**src/core/stsp_pkg.sv**
```systemverilog
// Constants and types for the star-trigger and sync port controller
package stsp_pkg;

	// ----------------------------------------
	// Sizes
	// ----------------------------------------
	localparam int STSP_STAR_CH  = 13;
	localparam int STSP_DATA_W   = 32;
	localparam int STSP_ADDR_W   = 8;

	// ----------------------------------------
	// Register byte offsets
	// ----------------------------------------
	localparam logic [STSP_ADDR_W-1:0] STSP_OFF_CTRL     = 8'h00;
	localparam logic [STSP_ADDR_W-1:0] STSP_OFF_STAR_EN  = 8'h04;
	localparam logic [STSP_ADDR_W-1:0] STSP_OFF_STAR_SRC = 8'h08;
	localparam logic [STSP_ADDR_W-1:0] STSP_OFF_STAR_VAL = 8'h0c;
	localparam logic [STSP_ADDR_W-1:0] STSP_OFF_STAR_INV = 8'h10;
	localparam logic [STSP_ADDR_W-1:0] STSP_OFF_STAR_RX  = 8'h14;
	localparam logic [STSP_ADDR_W-1:0] STSP_OFF_STAR_ACT = 8'h18;
	localparam logic [STSP_ADDR_W-1:0] STSP_OFF_STATUS   = 8'h1c;

	// ----------------------------------------
	// Field positions
	// ----------------------------------------
	localparam int STSP_CTRL_DRV_EN  = 0;
	localparam int STSP_CTRL_MODE    = 1;
	localparam int STSP_CTRL_SRC_INT = 2;
	localparam int STSP_CTRL_SW_VAL  = 3;
	localparam int STSP_CTRL_RX_INV  = 4;
	localparam int STSP_ST_SYNC_RX   = 0;
	localparam int STSP_ST_SYNC_ACT  = 1;
	localparam int STSP_ST_ROLE_SYS  = 2;
	localparam int STSP_ST_REF_ALIVE = 3;
	localparam int STSP_ST_SYNC_AUTH = 4;

	// ----------------------------------------
	// Reset values
	// ----------------------------------------
	localparam logic [STSP_DATA_W-1:0] STSP_RST_WORD = 32'h0000_0000;

	// ----------------------------------------
	// Timing
	// ----------------------------------------
	localparam int STSP_SYS_CLK_NS  = 10;
	localparam int STSP_REF_FREQ_HZ = 100_000_000;
	localparam int STSP_REF_TOL_PPM = 100;
	localparam int STSP_REF_LOSS_NS = 640;
	localparam int STSP_REF_LOSS_CYC = STSP_REF_LOSS_NS / STSP_SYS_CLK_NS;
	localparam int STSP_REF_CNT_W   = 8;
	localparam int STSP_STRAP_SETTLE = 3;

	// ----------------------------------------
	// Types
	// ----------------------------------------
	typedef enum logic {STSP_MODE_ASYNC, STSP_MODE_SYNC} stsp_sync_mode_t;

	typedef struct packed {
		logic [STSP_ADDR_W-1:0] addr;
		logic [STSP_DATA_W-1:0] wdata;
		logic                   wr;
		logic                   rd;
	} stsp_bus_req_t;

	typedef struct packed {
		logic            drv_en;
		stsp_sync_mode_t mode;
		logic            src_int;
		logic            sw_val;
		logic            rx_inv;
	} stsp_sync_cfg_t;

endpackage

```
**src/core/stsp_ctrl.sv**
```systemverilog
// Star-trigger and sync line port controller with register port
// Contract
// - System slot feeds one star pair per slot
// - Each star pair both receives and drives
// - Star driver has its own enable control
// - Star driver off at reset until both enable
// - Star trigger sensed active high, rising edge
// - Received star trigger sense is invertible
// - Only system module drives sync line
// - Sync driver has an enable control
// - Sync driver off until shelf manager enables
// - Software selects sync source once authorised
// - Sync output mode async or reference aligned
// - Sync mode updates/samples at reference rising edge
// - Sync line sensed active high, rising edge
// - Received sync sense is invertible
// - Reference clock is 100 MHz, 100 ppm
//
// Added by the designer: the strobed register port and the placing of the registers.
`timescale 1ns/10ps
`default_nettype none

// ----------------------------------------
// Two-flop synchroniser
// ----------------------------------------
module stsp_sync2 #(
	parameter int W = 1
) (
	input  wire logic         sys_clk,
	input  wire logic         sys_rst,
	input  wire logic [W-1:0] d_in,
	output logic      [W-1:0] q_out
);
	logic [W-1:0] meta_r;

	always_ff @(posedge sys_clk) begin
		if (sys_rst) begin
			meta_r <= '0;
			q_out  <= '0;
		end else begin
			meta_r <= d_in;
			q_out  <= meta_r;
		end
	end
endmodule

// ----------------------------------------
// Top level
// ----------------------------------------
module stsp_ctrl
	import stsp_pkg::*;
#(
	parameter int STAR_N = STSP_STAR_CH
) (
	input  wire logic                   sys_clk,
	input  wire logic                   sys_rst,
	input  wire stsp_bus_req_t          bus_req,
	output logic      [STSP_DATA_W-1:0] bus_rdata,
	input  wire logic                   role_system_strap,
	input  wire logic [STAR_N-1:0]      shelf_star_auth,
	input  wire logic                   shelf_sync_auth,
	input  wire logic [STAR_N-1:0]      star_trigger_pair_in,
	output logic      [STAR_N-1:0]      star_trigger_pair_out,
	output logic      [STAR_N-1:0]      star_trigger_pair_oe_n,
	input  wire logic                   sync_line_in,
	output logic                        sync_line_out,
	output logic                        sync_line_oe_n,
	input  wire logic                   instr_ref_clock,
	input  wire logic [STAR_N-1:0]      trig_star_src,
	input  wire logic                   trig_sync_src,
	output logic      [STAR_N-1:0]      star_rx,
	output logic      [STAR_N-1:0]      star_rx_rise,
	output logic                        sync_rx,
	output logic                        sync_rx_rise
);

	// ----------------------------------------
	// Pin synchronisers
	// ----------------------------------------
	localparam int SYNC_W = 2 * STAR_N + 4;

	logic [SYNC_W-1:0] pin_raw;
	logic [SYNC_W-1:0] pin_s;
	logic [STAR_N-1:0] star_in_s;
	logic [STAR_N-1:0] star_auth_s;
	logic              sync_in_s;
	logic              sync_auth_s;
	logic              ref_s;
	logic              role_s;

	assign pin_raw = {star_trigger_pair_in, shelf_star_auth, sync_line_in,
		shelf_sync_auth, instr_ref_clock, role_system_strap};

	stsp_sync2 #(.W(SYNC_W)) u_pin_sync (
		.sys_clk (sys_clk),
		.sys_rst (sys_rst),
		.d_in    (pin_raw),
		.q_out   (pin_s)
	);

	assign {star_in_s, star_auth_s, sync_in_s, sync_auth_s, ref_s, role_s} = pin_s;

	// ----------------------------------------
	// Role strap, caught once after release
	// ----------------------------------------
	logic [1:0] settle_r;
	logic       role_sys_r;

	always_ff @(posedge sys_clk) begin
		if (sys_rst) begin
			settle_r   <= 2'h0;
			role_sys_r <= 1'b0;
		end else if (settle_r != 2'(STSP_STRAP_SETTLE)) begin
			// Wait for the synchroniser to fill before trusting the strap
			settle_r   <= settle_r + 2'h1;
			role_sys_r <= role_s;
		end
	end

	// ----------------------------------------
	// Registers
	// ----------------------------------------
	stsp_sync_cfg_t    sync_cfg_r;
	logic [STAR_N-1:0] star_en_r;
	logic [STAR_N-1:0] star_src_r;
	logic [STAR_N-1:0] star_val_r;
	logic [STAR_N-1:0] star_inv_r;
	logic              wr_ctrl;
	logic              wr_star_en;

	assign wr_ctrl    = bus_req.wr && (bus_req.addr == STSP_OFF_CTRL);
	assign wr_star_en = bus_req.wr && (bus_req.addr == STSP_OFF_STAR_EN);

	always_ff @(posedge sys_clk) begin
		if (sys_rst) begin
			sync_cfg_r <= '{drv_en: 1'b0, mode: STSP_MODE_ASYNC, src_int: 1'b0,
				sw_val: 1'b0, rx_inv: 1'b0};
		end else if (wr_ctrl) begin
			sync_cfg_r.drv_en  <= bus_req.wdata[STSP_CTRL_DRV_EN];
			sync_cfg_r.mode    <= stsp_sync_mode_t'(bus_req.wdata[STSP_CTRL_MODE]);
			sync_cfg_r.src_int <= bus_req.wdata[STSP_CTRL_SRC_INT];
			sync_cfg_r.sw_val  <= bus_req.wdata[STSP_CTRL_SW_VAL];
			sync_cfg_r.rx_inv  <= bus_req.wdata[STSP_CTRL_RX_INV];
		end
	end

	always_ff @(posedge sys_clk) begin
		if (sys_rst) begin
			star_en_r  <= STSP_RST_WORD[STAR_N-1:0];
			star_src_r <= STSP_RST_WORD[STAR_N-1:0];
			star_val_r <= STSP_RST_WORD[STAR_N-1:0];
			star_inv_r <= STSP_RST_WORD[STAR_N-1:0];
		end else if (bus_req.wr) begin
			if (wr_star_en) begin
				star_en_r <= bus_req.wdata[STAR_N-1:0];
			end
			if (bus_req.addr == STSP_OFF_STAR_SRC) begin
				star_src_r <= bus_req.wdata[STAR_N-1:0];
			end
			if (bus_req.addr == STSP_OFF_STAR_VAL) begin
				star_val_r <= bus_req.wdata[STAR_N-1:0];
			end
			if (bus_req.addr == STSP_OFF_STAR_INV) begin
				star_inv_r <= bus_req.wdata[STAR_N-1:0];
			end
		end
	end

	// ----------------------------------------
	// Star trigger drive
	// ----------------------------------------
	logic [STAR_N-1:0] lane_mask;
	logic [STAR_N-1:0] star_drive;

	// An instrument module owns only its own pair, lane 0
	assign lane_mask  = role_sys_r ? {STAR_N{1'b1}} : {{(STAR_N-1){1'b0}}, 1'b1};
	// Contention is avoided by host ownership, not checked here
	assign star_drive = star_auth_s & star_en_r & lane_mask;

	always_ff @(posedge sys_clk) begin
		if (sys_rst) begin
			star_trigger_pair_oe_n <= {STAR_N{1'b1}};
			star_trigger_pair_out  <= '0;
		end else begin
			star_trigger_pair_oe_n <= ~star_drive;
			star_trigger_pair_out  <= (star_src_r & trig_star_src) | (~star_src_r & star_val_r);
		end
	end

	// ----------------------------------------
	// Star trigger receive
	// ----------------------------------------
	logic [STAR_N-1:0] star_rx_nxt;

	// Sensed regardless of own drive, so loop-back is visible
	assign star_rx_nxt = star_in_s ^ star_inv_r;

	always_ff @(posedge sys_clk) begin
		if (sys_rst) begin
			star_rx      <= '0;
			star_rx_rise <= '0;
		end else begin
			star_rx      <= star_rx_nxt;
			star_rx_rise <= star_rx_nxt & ~star_rx;
		end
	end

	// ----------------------------------------
	// Reference clock edges and activity
	// ----------------------------------------
	logic                      ref_d_r;
	logic                      ref_rise;
	logic [STSP_REF_CNT_W-1:0] ref_idle_r;
	logic                      ref_alive;

	assign ref_rise  = ref_s & ~ref_d_r;
	// Sampled reference only proves activity, not the 100 ppm accuracy
	assign ref_alive = ref_idle_r < STSP_REF_CNT_W'(STSP_REF_LOSS_CYC);

	always_ff @(posedge sys_clk) begin
		if (sys_rst) begin
			ref_d_r    <= 1'b0;
			ref_idle_r <= STSP_REF_CNT_W'(STSP_REF_LOSS_CYC);
		end else begin
			ref_d_r <= ref_s;
			if (ref_rise) begin
				ref_idle_r <= '0;
			end else if (ref_alive) begin
				ref_idle_r <= ref_idle_r + STSP_REF_CNT_W'(1);
			end
		end
	end

	// ----------------------------------------
	// Sync line drive
	// ----------------------------------------
	logic sync_src;
	logic sync_drive;

	assign sync_src   = sync_cfg_r.src_int ? trig_sync_src : sync_cfg_r.sw_val;
	assign sync_drive = role_sys_r & sync_auth_s & sync_cfg_r.drv_en;

	always_ff @(posedge sys_clk) begin
		if (sys_rst) begin
			sync_line_oe_n <= 1'b1;
		end else begin
			sync_line_oe_n <= ~sync_drive;
		end
	end

	always_ff @(posedge sys_clk) begin
		if (sys_rst) begin
			sync_line_out <= 1'b0;
		end else if (sync_cfg_r.mode == STSP_MODE_ASYNC) begin
			sync_line_out <= sync_src;
		end else if (ref_rise) begin
			// Launched on the sampled edge, so it holds for a whole period
			sync_line_out <= sync_src;
		end
	end

	// ----------------------------------------
	// Sync line receive
	// ----------------------------------------
	logic sync_rx_nxt;
	logic sync_rx_val;

	assign sync_rx_val = sync_in_s ^ sync_cfg_r.rx_inv;
	assign sync_rx_nxt = (sync_cfg_r.mode == STSP_MODE_SYNC && !ref_rise) ? sync_rx :
		sync_rx_val;

	always_ff @(posedge sys_clk) begin
		if (sys_rst) begin
			sync_rx      <= 1'b0;
			sync_rx_rise <= 1'b0;
		end else begin
			sync_rx      <= sync_rx_nxt;
			sync_rx_rise <= sync_rx_nxt & ~sync_rx;
		end
	end

	// ----------------------------------------
	// Read port
	// ----------------------------------------
	logic [STSP_DATA_W-1:0] rd_word;

	always_comb begin
		rd_word = '0;
		unique case (bus_req.addr)
			STSP_OFF_CTRL: begin
				rd_word[STSP_CTRL_DRV_EN]  = sync_cfg_r.drv_en;
				rd_word[STSP_CTRL_MODE]    = sync_cfg_r.mode;
				rd_word[STSP_CTRL_SRC_INT] = sync_cfg_r.src_int;
				rd_word[STSP_CTRL_SW_VAL]  = sync_cfg_r.sw_val;
				rd_word[STSP_CTRL_RX_INV]  = sync_cfg_r.rx_inv;
			end
			STSP_OFF_STAR_EN:  rd_word[STAR_N-1:0] = star_en_r;
			STSP_OFF_STAR_SRC: rd_word[STAR_N-1:0] = star_src_r;
			STSP_OFF_STAR_VAL: rd_word[STAR_N-1:0] = star_val_r;
			STSP_OFF_STAR_INV: rd_word[STAR_N-1:0] = star_inv_r;
			STSP_OFF_STAR_RX:  rd_word[STAR_N-1:0] = star_rx;
			STSP_OFF_STAR_ACT: rd_word[STAR_N-1:0] = ~star_trigger_pair_oe_n;
			STSP_OFF_STATUS: begin
				rd_word[STSP_ST_SYNC_RX]   = sync_rx;
				rd_word[STSP_ST_SYNC_ACT]  = ~sync_line_oe_n;
				rd_word[STSP_ST_ROLE_SYS]  = role_sys_r;
				rd_word[STSP_ST_REF_ALIVE] = ref_alive;
				rd_word[STSP_ST_SYNC_AUTH] = sync_auth_s;
			end
			default: rd_word = '0;
		endcase
	end

	// Data stands only in the cycle after the read strobe
	always_ff @(posedge sys_clk) begin
		if (sys_rst) begin
			bus_rdata <= '0;
		end else if (bus_req.rd) begin
			bus_rdata <= rd_word;
		end else begin
			bus_rdata <= '0;
		end
	end
endmodule
`default_nettype wire

```
**config.mk**
```make
export PLATFORM = sky130hd
export DESIGN_NAME = stsp_ctrl
export DESIGN_NICKNAME = d
export VERILOG_FILES = /design/src/core/stsp_pkg.sv /design/src/core/stsp_ctrl.sv
export SDC_FILE = /design/constraint.sdc
export NUM_CORES = 1
export LEC_CHECK = 0
export ABC_AREA = 0
export BUFFER_PORTS_ARGS = -buffer_cell sky130_fd_sc_hd__buf_2
export CORE_UTILIZATION = 57
export DETAILED_ROUTE_END_ITERATION = 10
export GPL_TIMING_DRIVEN = 0
export PLACE_DENSITY = 0.85
export SLEW_MARGIN = 10
export SYNTH_ARGS = -nofsm -noshare
export SYNTH_HDL_FRONTEND = slang
export SYNTH_SLANG_ARGS = --single-unit
```
**constraint.sdc**
```tcl
create_clock -name sys_clk -period 2.7 [get_ports sys_clk]
set_clock_uncertainty 0.15 [all_clocks]
set_input_delay 0.135 -clock sys_clk [delete_from_list [all_inputs] [get_ports sys_clk]]
set_output_delay 0.135 -clock sys_clk [all_outputs]
set_load 0.02 [all_outputs]
```
# Word-level counts from Yosys, hierarchy flattened
# Index checks and enable logic that the tools add are counted.
# classes
add_sub_neg,2
multipliers,0
n_div,0
order_cmp,1
n_eq_ne,9
shift,0
n_mux,9
bitwise,21
n_reduce_logical,12
# ops
operator,n
AND 13 bit,5
NOT 13 bit,4
case mux 8 bit (6 select lines),1
case mux 5 bit (8 select lines),1
equality test 8 x 5 -> 1 bit (second input constant),4
equality test 8 x 4 -> 1 bit (second input constant),2
two-way mux 7 bit,2
two-way mux 13 bit,1
bitwise OR 13 bit,1
bitwise XOR 13 bit,1
adder 8 x 1 -> 8 bit (second input constant),1
equality test 8 x 3 -> 1 bit (second input constant),1
zero test 8 bit,1
< comparator 8 x 7 -> 1 bit (second input constant),1
AND reduction 2 bit,4
NOT 1 bit,5
AND 1 bit,4
two-way mux 1 bit,4
OR reduction 2 bit,2
logical AND 1 bit,3
adder 2 x 1 -> 2 bit (second input constant),1
inequality test 2 x 1 -> 1 bit (second input constant),1
inequality test 2 bit (second input constant),1
nonzero test 2 bit,1
2 further kinds,2
# totals
reg_bits,217
latch_bits,0
ramBits,0
mem_bits_ro,0
out_inout_bits,88
elab_cells,80
memories,0

# Depth between registers and ports, before layout
# logic_depth
word_depth,6
mapped_depth,7
mapped_depth_nobuf,4

# Cells and area by module
# Synthesis repeated with hierarchy kept, for this count alone.
# hier_totals
hier_cells,659
area_unflattened_um2,7111.8
# modules_own_cells
module,instances,cells_per_inst,area_per_inst_um2,seq_area_each_um2
stsp_ctrl,1,533,5505.3,2762.6
stsp_sync2,1,126,1606.5,1201.2

# Worst setup path before layout
# OpenSTA, ideal clock, no wires.
# synth_path
kind,input-to-reg
start,input bus_req[41] in the netlist's numbering
end,register star_val_r[12]
arrival_ns,1.620
required_time_ns,2.422
path_slack_ns,0.803
stages,6
path_cell_list,or4_4 buf_6 nor4_4 buf_6 mux2i_1 nor2_1
# synth_between
elab_chain_cells,2
# synth_lines
element,line_no,source
"start, declared",stsp_ctrl.sv:57,"input wire stsp_bus_req_t bus_req,"
equality test 8 x 4 -> 1 bit,stsp_ctrl.sv:160,if (bus_req.addr == STSP_OFF_STAR_VAL) begin
AND reduction 2 bit (no source line),n/a,
"end signal, assigned",stsp_ctrl.sv:151,star_val_r <= STSP_RST_WORD[STAR_N-1:0];
"end signal, assigned",stsp_ctrl.sv:161,star_val_r <= bus_req.wdata[STAR_N-1:0];
"end, declared",stsp_ctrl.sv:126,logic [STAR_N-1:0] star_val_r;
# Every way passes these cells.
# A chain may end at the register's enable or synchronous reset.

# Worst setup path in the final report
# layout_path
start,input bus_req[34] in the netlist's numbering
end,register bus_rdata[4]
# layout_between
elab_chain_cells,2
elab_cells_between_ends,9
classes_between,eq/ne (7); mux (1); reduce/logical (1)
# layout_lines
element,line_no,source
"equality test 8 x 5 -> 1 bit, or another cell as far along",stsp_ctrl.sv:289,unique case (bus_req.addr)
case mux 5 bit (8 select lines) (*),stsp_ctrl.sv:289,
"end signal, assigned",stsp_ctrl.sv:319,bus_rdata <= rd_word;
"end, declared",stsp_ctrl.sv:58,"output logic [STSP_DATA_W-1:0] bus_rdata,"
# Mark *: on every way between the ends. The rest lies on a longest branch, timed or not.

==> out/qor.txt <==
Max_slew headroom = 53.1%
Depth of the CTS H-tree = 4
End of the worst hold path = star_inv_r[0]$_SDFFE_PP0P_
DR iter-0 viols = 540
Worst setup path startpoint = bus_req[34]
Dpl cells = 1005
Largest registers = u_pin_sync.meta_r (30), u_pin_sync.q_out (30)
Initial antenna violation count = 1
Synth area leaders = dfxtp_1 (56%), mux2i_1 (9.3%), nor2b_1 (5.9%)
Sequential-to-total area share from yosys stat = 55.7%
Ports = 176
Core Area = 12100 um2
Congestion Overflow GR = 0
Global-route wire length before repair = 28400 um
Avg Inst Size Synth = 10.4 um2
Ys Warns = 0
Post-Syn Area = 7110 um2
Pre-Repair DR Iteration Count = 8
Post-CTS Setup Inserts = 0
GRT Util Overall = 29.2%
Final weighted congestion in routability-driven placement = 0.894
Status = finished clean
Worst-Margin Slew = 0.704 ns
Power per Cell Area = 644 nW/um2
Static Leak = 3.72 nW
Yosys cell types = 44
Vias = 5783
Filler instances = 802
Die area = 12900 um2
DRC viols = 0
HP Start = bus_req[1]
Worst reg2reg endpoint = bus_rdata[4]$_SDFF_PP0_
Top cell type's share of synthesized area = 55.7%
CTS clk-pin slew, worst paths = 0.07 ns
TNS Setup = 0 ns
TritonCTS clock tree = built
Area grow syn2layout = 30.6%
Cts bufs inserted = 17
WHS Path Cells = 4
FFs w/ async S/R, synth = 0%
Worst reg-to-reg setup slack = 0.17 ns
HP Class = in -> reg
Initial Util = 58.7%
Die Wd = 114 um
Commonest cells after routing, fill and taps aside = dfxtp_1 (198), buf_2 (137), nor2_1 (86)
Most used flip-flop cell after synthesis = dfxtp_1
Synth area leader = dfxtp_1
Vias in the first global route = 5541
Reg-to-reg startpoint = star_inv_r[4]$_SDFFE_PP0P_
Vias per cell = 5.26
Worst-path fanout max = 10
Minimum clock period = 2.65 ns
Drt wl/cell = 16.7 um
Clock sink total = 198
Slew Limit Fails = 0
Pin count of the biggest net entering global routing = 17
Dpl hpwl = 12600 um
Unrepaired setup endpoints after global routing = no
Clock Latency Late Sink = 0.43 ns
Post-DRT Antenna Nets = 0
Tcrit/Tclk final = 98.3%
Post-Route WL = 18400 um
EDFF count, synth = 0
Num rows = 40
Fin cells = 1100
R2r worst-path depth = 5
IO buf count = 135
Most common cell after layout, fill and taps aside = dfxtp_1
Core Util, Final = 76.7%
Maximum vdd drop = 0.439 mV
Synthesized flop and latch total = 198
Clock Tree Root = clkbuf_16
Fraction of layout cells with a size suffix above 1 = 23.6%
Setup Viol. Count Final = 0
Worst Setup End Kind = flop
Crit path DAT = 2.88 ns
Startpoint types = input port
Final Hold Fails = 0
Critical path class = in -> reg
CTS Buffer Depth = 2
F_max = 377 MHz
Cells after synthesis = 684
Die H = 114 um
CP Data Required Time = 2.93 ns
Nets = 1008
Max_cap viols = 0
## Yosys cell counts (5+ instances only)
cell type and n:
a21oi_1 18, a221oi_1 6, a22oi_1 7, a31oi_1 5, buf_4 19, clkbuf_1 31
dfxtp_1 198, mux2_2 14, mux2i_1 66, nand2_1 37, nand2b_1 8, nand3_1 20
nor2_1 87, nor2b_1 67, nor3_1 17, o21ai_0 9, o221a_2 6, xnor2_1 15
## stage by stage
step / total power [mW] / setup slack (ns) / area (um2) / hold WS (ns)
finish: 5.98 / 0.0457 / 9290 / 0.0861
global route: 6.14 / 0.0342 / 9290 / 0.114
CTS: 5.97 / 0.0498 / 9280 / 0.0684
detailed placement: 3.43 / 0.493 / 8070 / 0.197
global placement: 3.42 / 0.486 / 8070 / 0.198
floorplan: 3.29 / 0.803 / 7180 / 0.113
## where the power goes
part           internal, mW  switching [mW]  total [mW]
Clock                  1.44            1.09        2.54
Sequential             2.98          0.0293        3.01
Combinational         0.197           0.236       0.433
Total                  4.63            1.36        5.98
## final cells by class
cell class	count	area, um2	share of cell area, %
sequential	198	3960	42.7
multi-input combinational	443	2890	31.1
timing repair buffer	197	1300	14.0
clock buffer	22	474	5.11
buffer	58	322	3.46
tap	168	210	2.26
clock inverter	10	121	1.31
inverter	3	11.3	0.121
antenna	1	2.50	0.0269
## critical path: stages
cell and delay [ns]:
dlygate4sd3_1 0.55, buf_2 0.15, or4_4 0.41, buf_6 0.17
nor2_2 0.19, nand3b_1 0.24, buf_2 0.27, a31oi_1 0.20
dlygate4sd3_1 0.57
## cells by family (layout without fill, tap and decap cells)
family                   Yosys count  after routing  share of synthesized area, %
adder cells (fa/ha/maj)            2              2                         0.352
multiplexers                      80             80                          11.5
buffers and inverters             61            290                          4.68
AO/OA/AOI/OAI                     68             68                          6.77
XOR/XNOR                          19             19                          2.34
AND/OR/NAND/NOR                  255            255                          18.6
flip-flops                       198            198                          55.7
other                              1             20                        0.0527
## per-layer routing
layer | track usage (%) | part of all wire (%) | routed length [um] | up-vias
met1 | 36.4 | 42 | 7720 | 2699
li1 | - | - | - | 2745
met2 | 48.9 | 48 | 8750 | 288
met4 | 12.7 | 3.1 | 575 | 0
met3 | 6.32 | 7.4 | 1360 | 51
met5 | 0 | 0 | 0 | -
## worst max-delay path by stage
| stage | to | slack, ns | cells after the start |
|---|---|---|---|
| floorplan | star_val_r[12]$_SDFFE_PP0P_ | 0.80 | 6 |
| detailed placement | bus_rdata[10]$_SDFF_PP0_ | 0.49 | 7 |
| finish | bus_rdata[4]$_SDFF_PP0_ | 0.05 | 9 |
| global placement | bus_rdata[10]$_SDFF_PP0_ | 0.49 | 7 |
| global route | bus_rdata[4]$_SDFF_PP0_ | 0.03 | 9 |
| CTS | bus_rdata[4]$_SDFF_PP0_ | 0.05 | 9 |
## timing repair
action / in CTS / in global routing
resized for setup: 0 / 1
hold buffers: 62 / 0
endpoints found under the hold margin: 106 / 0
setup endpoints to repair: 0 / 1
(Power assumes the default switching activity.)
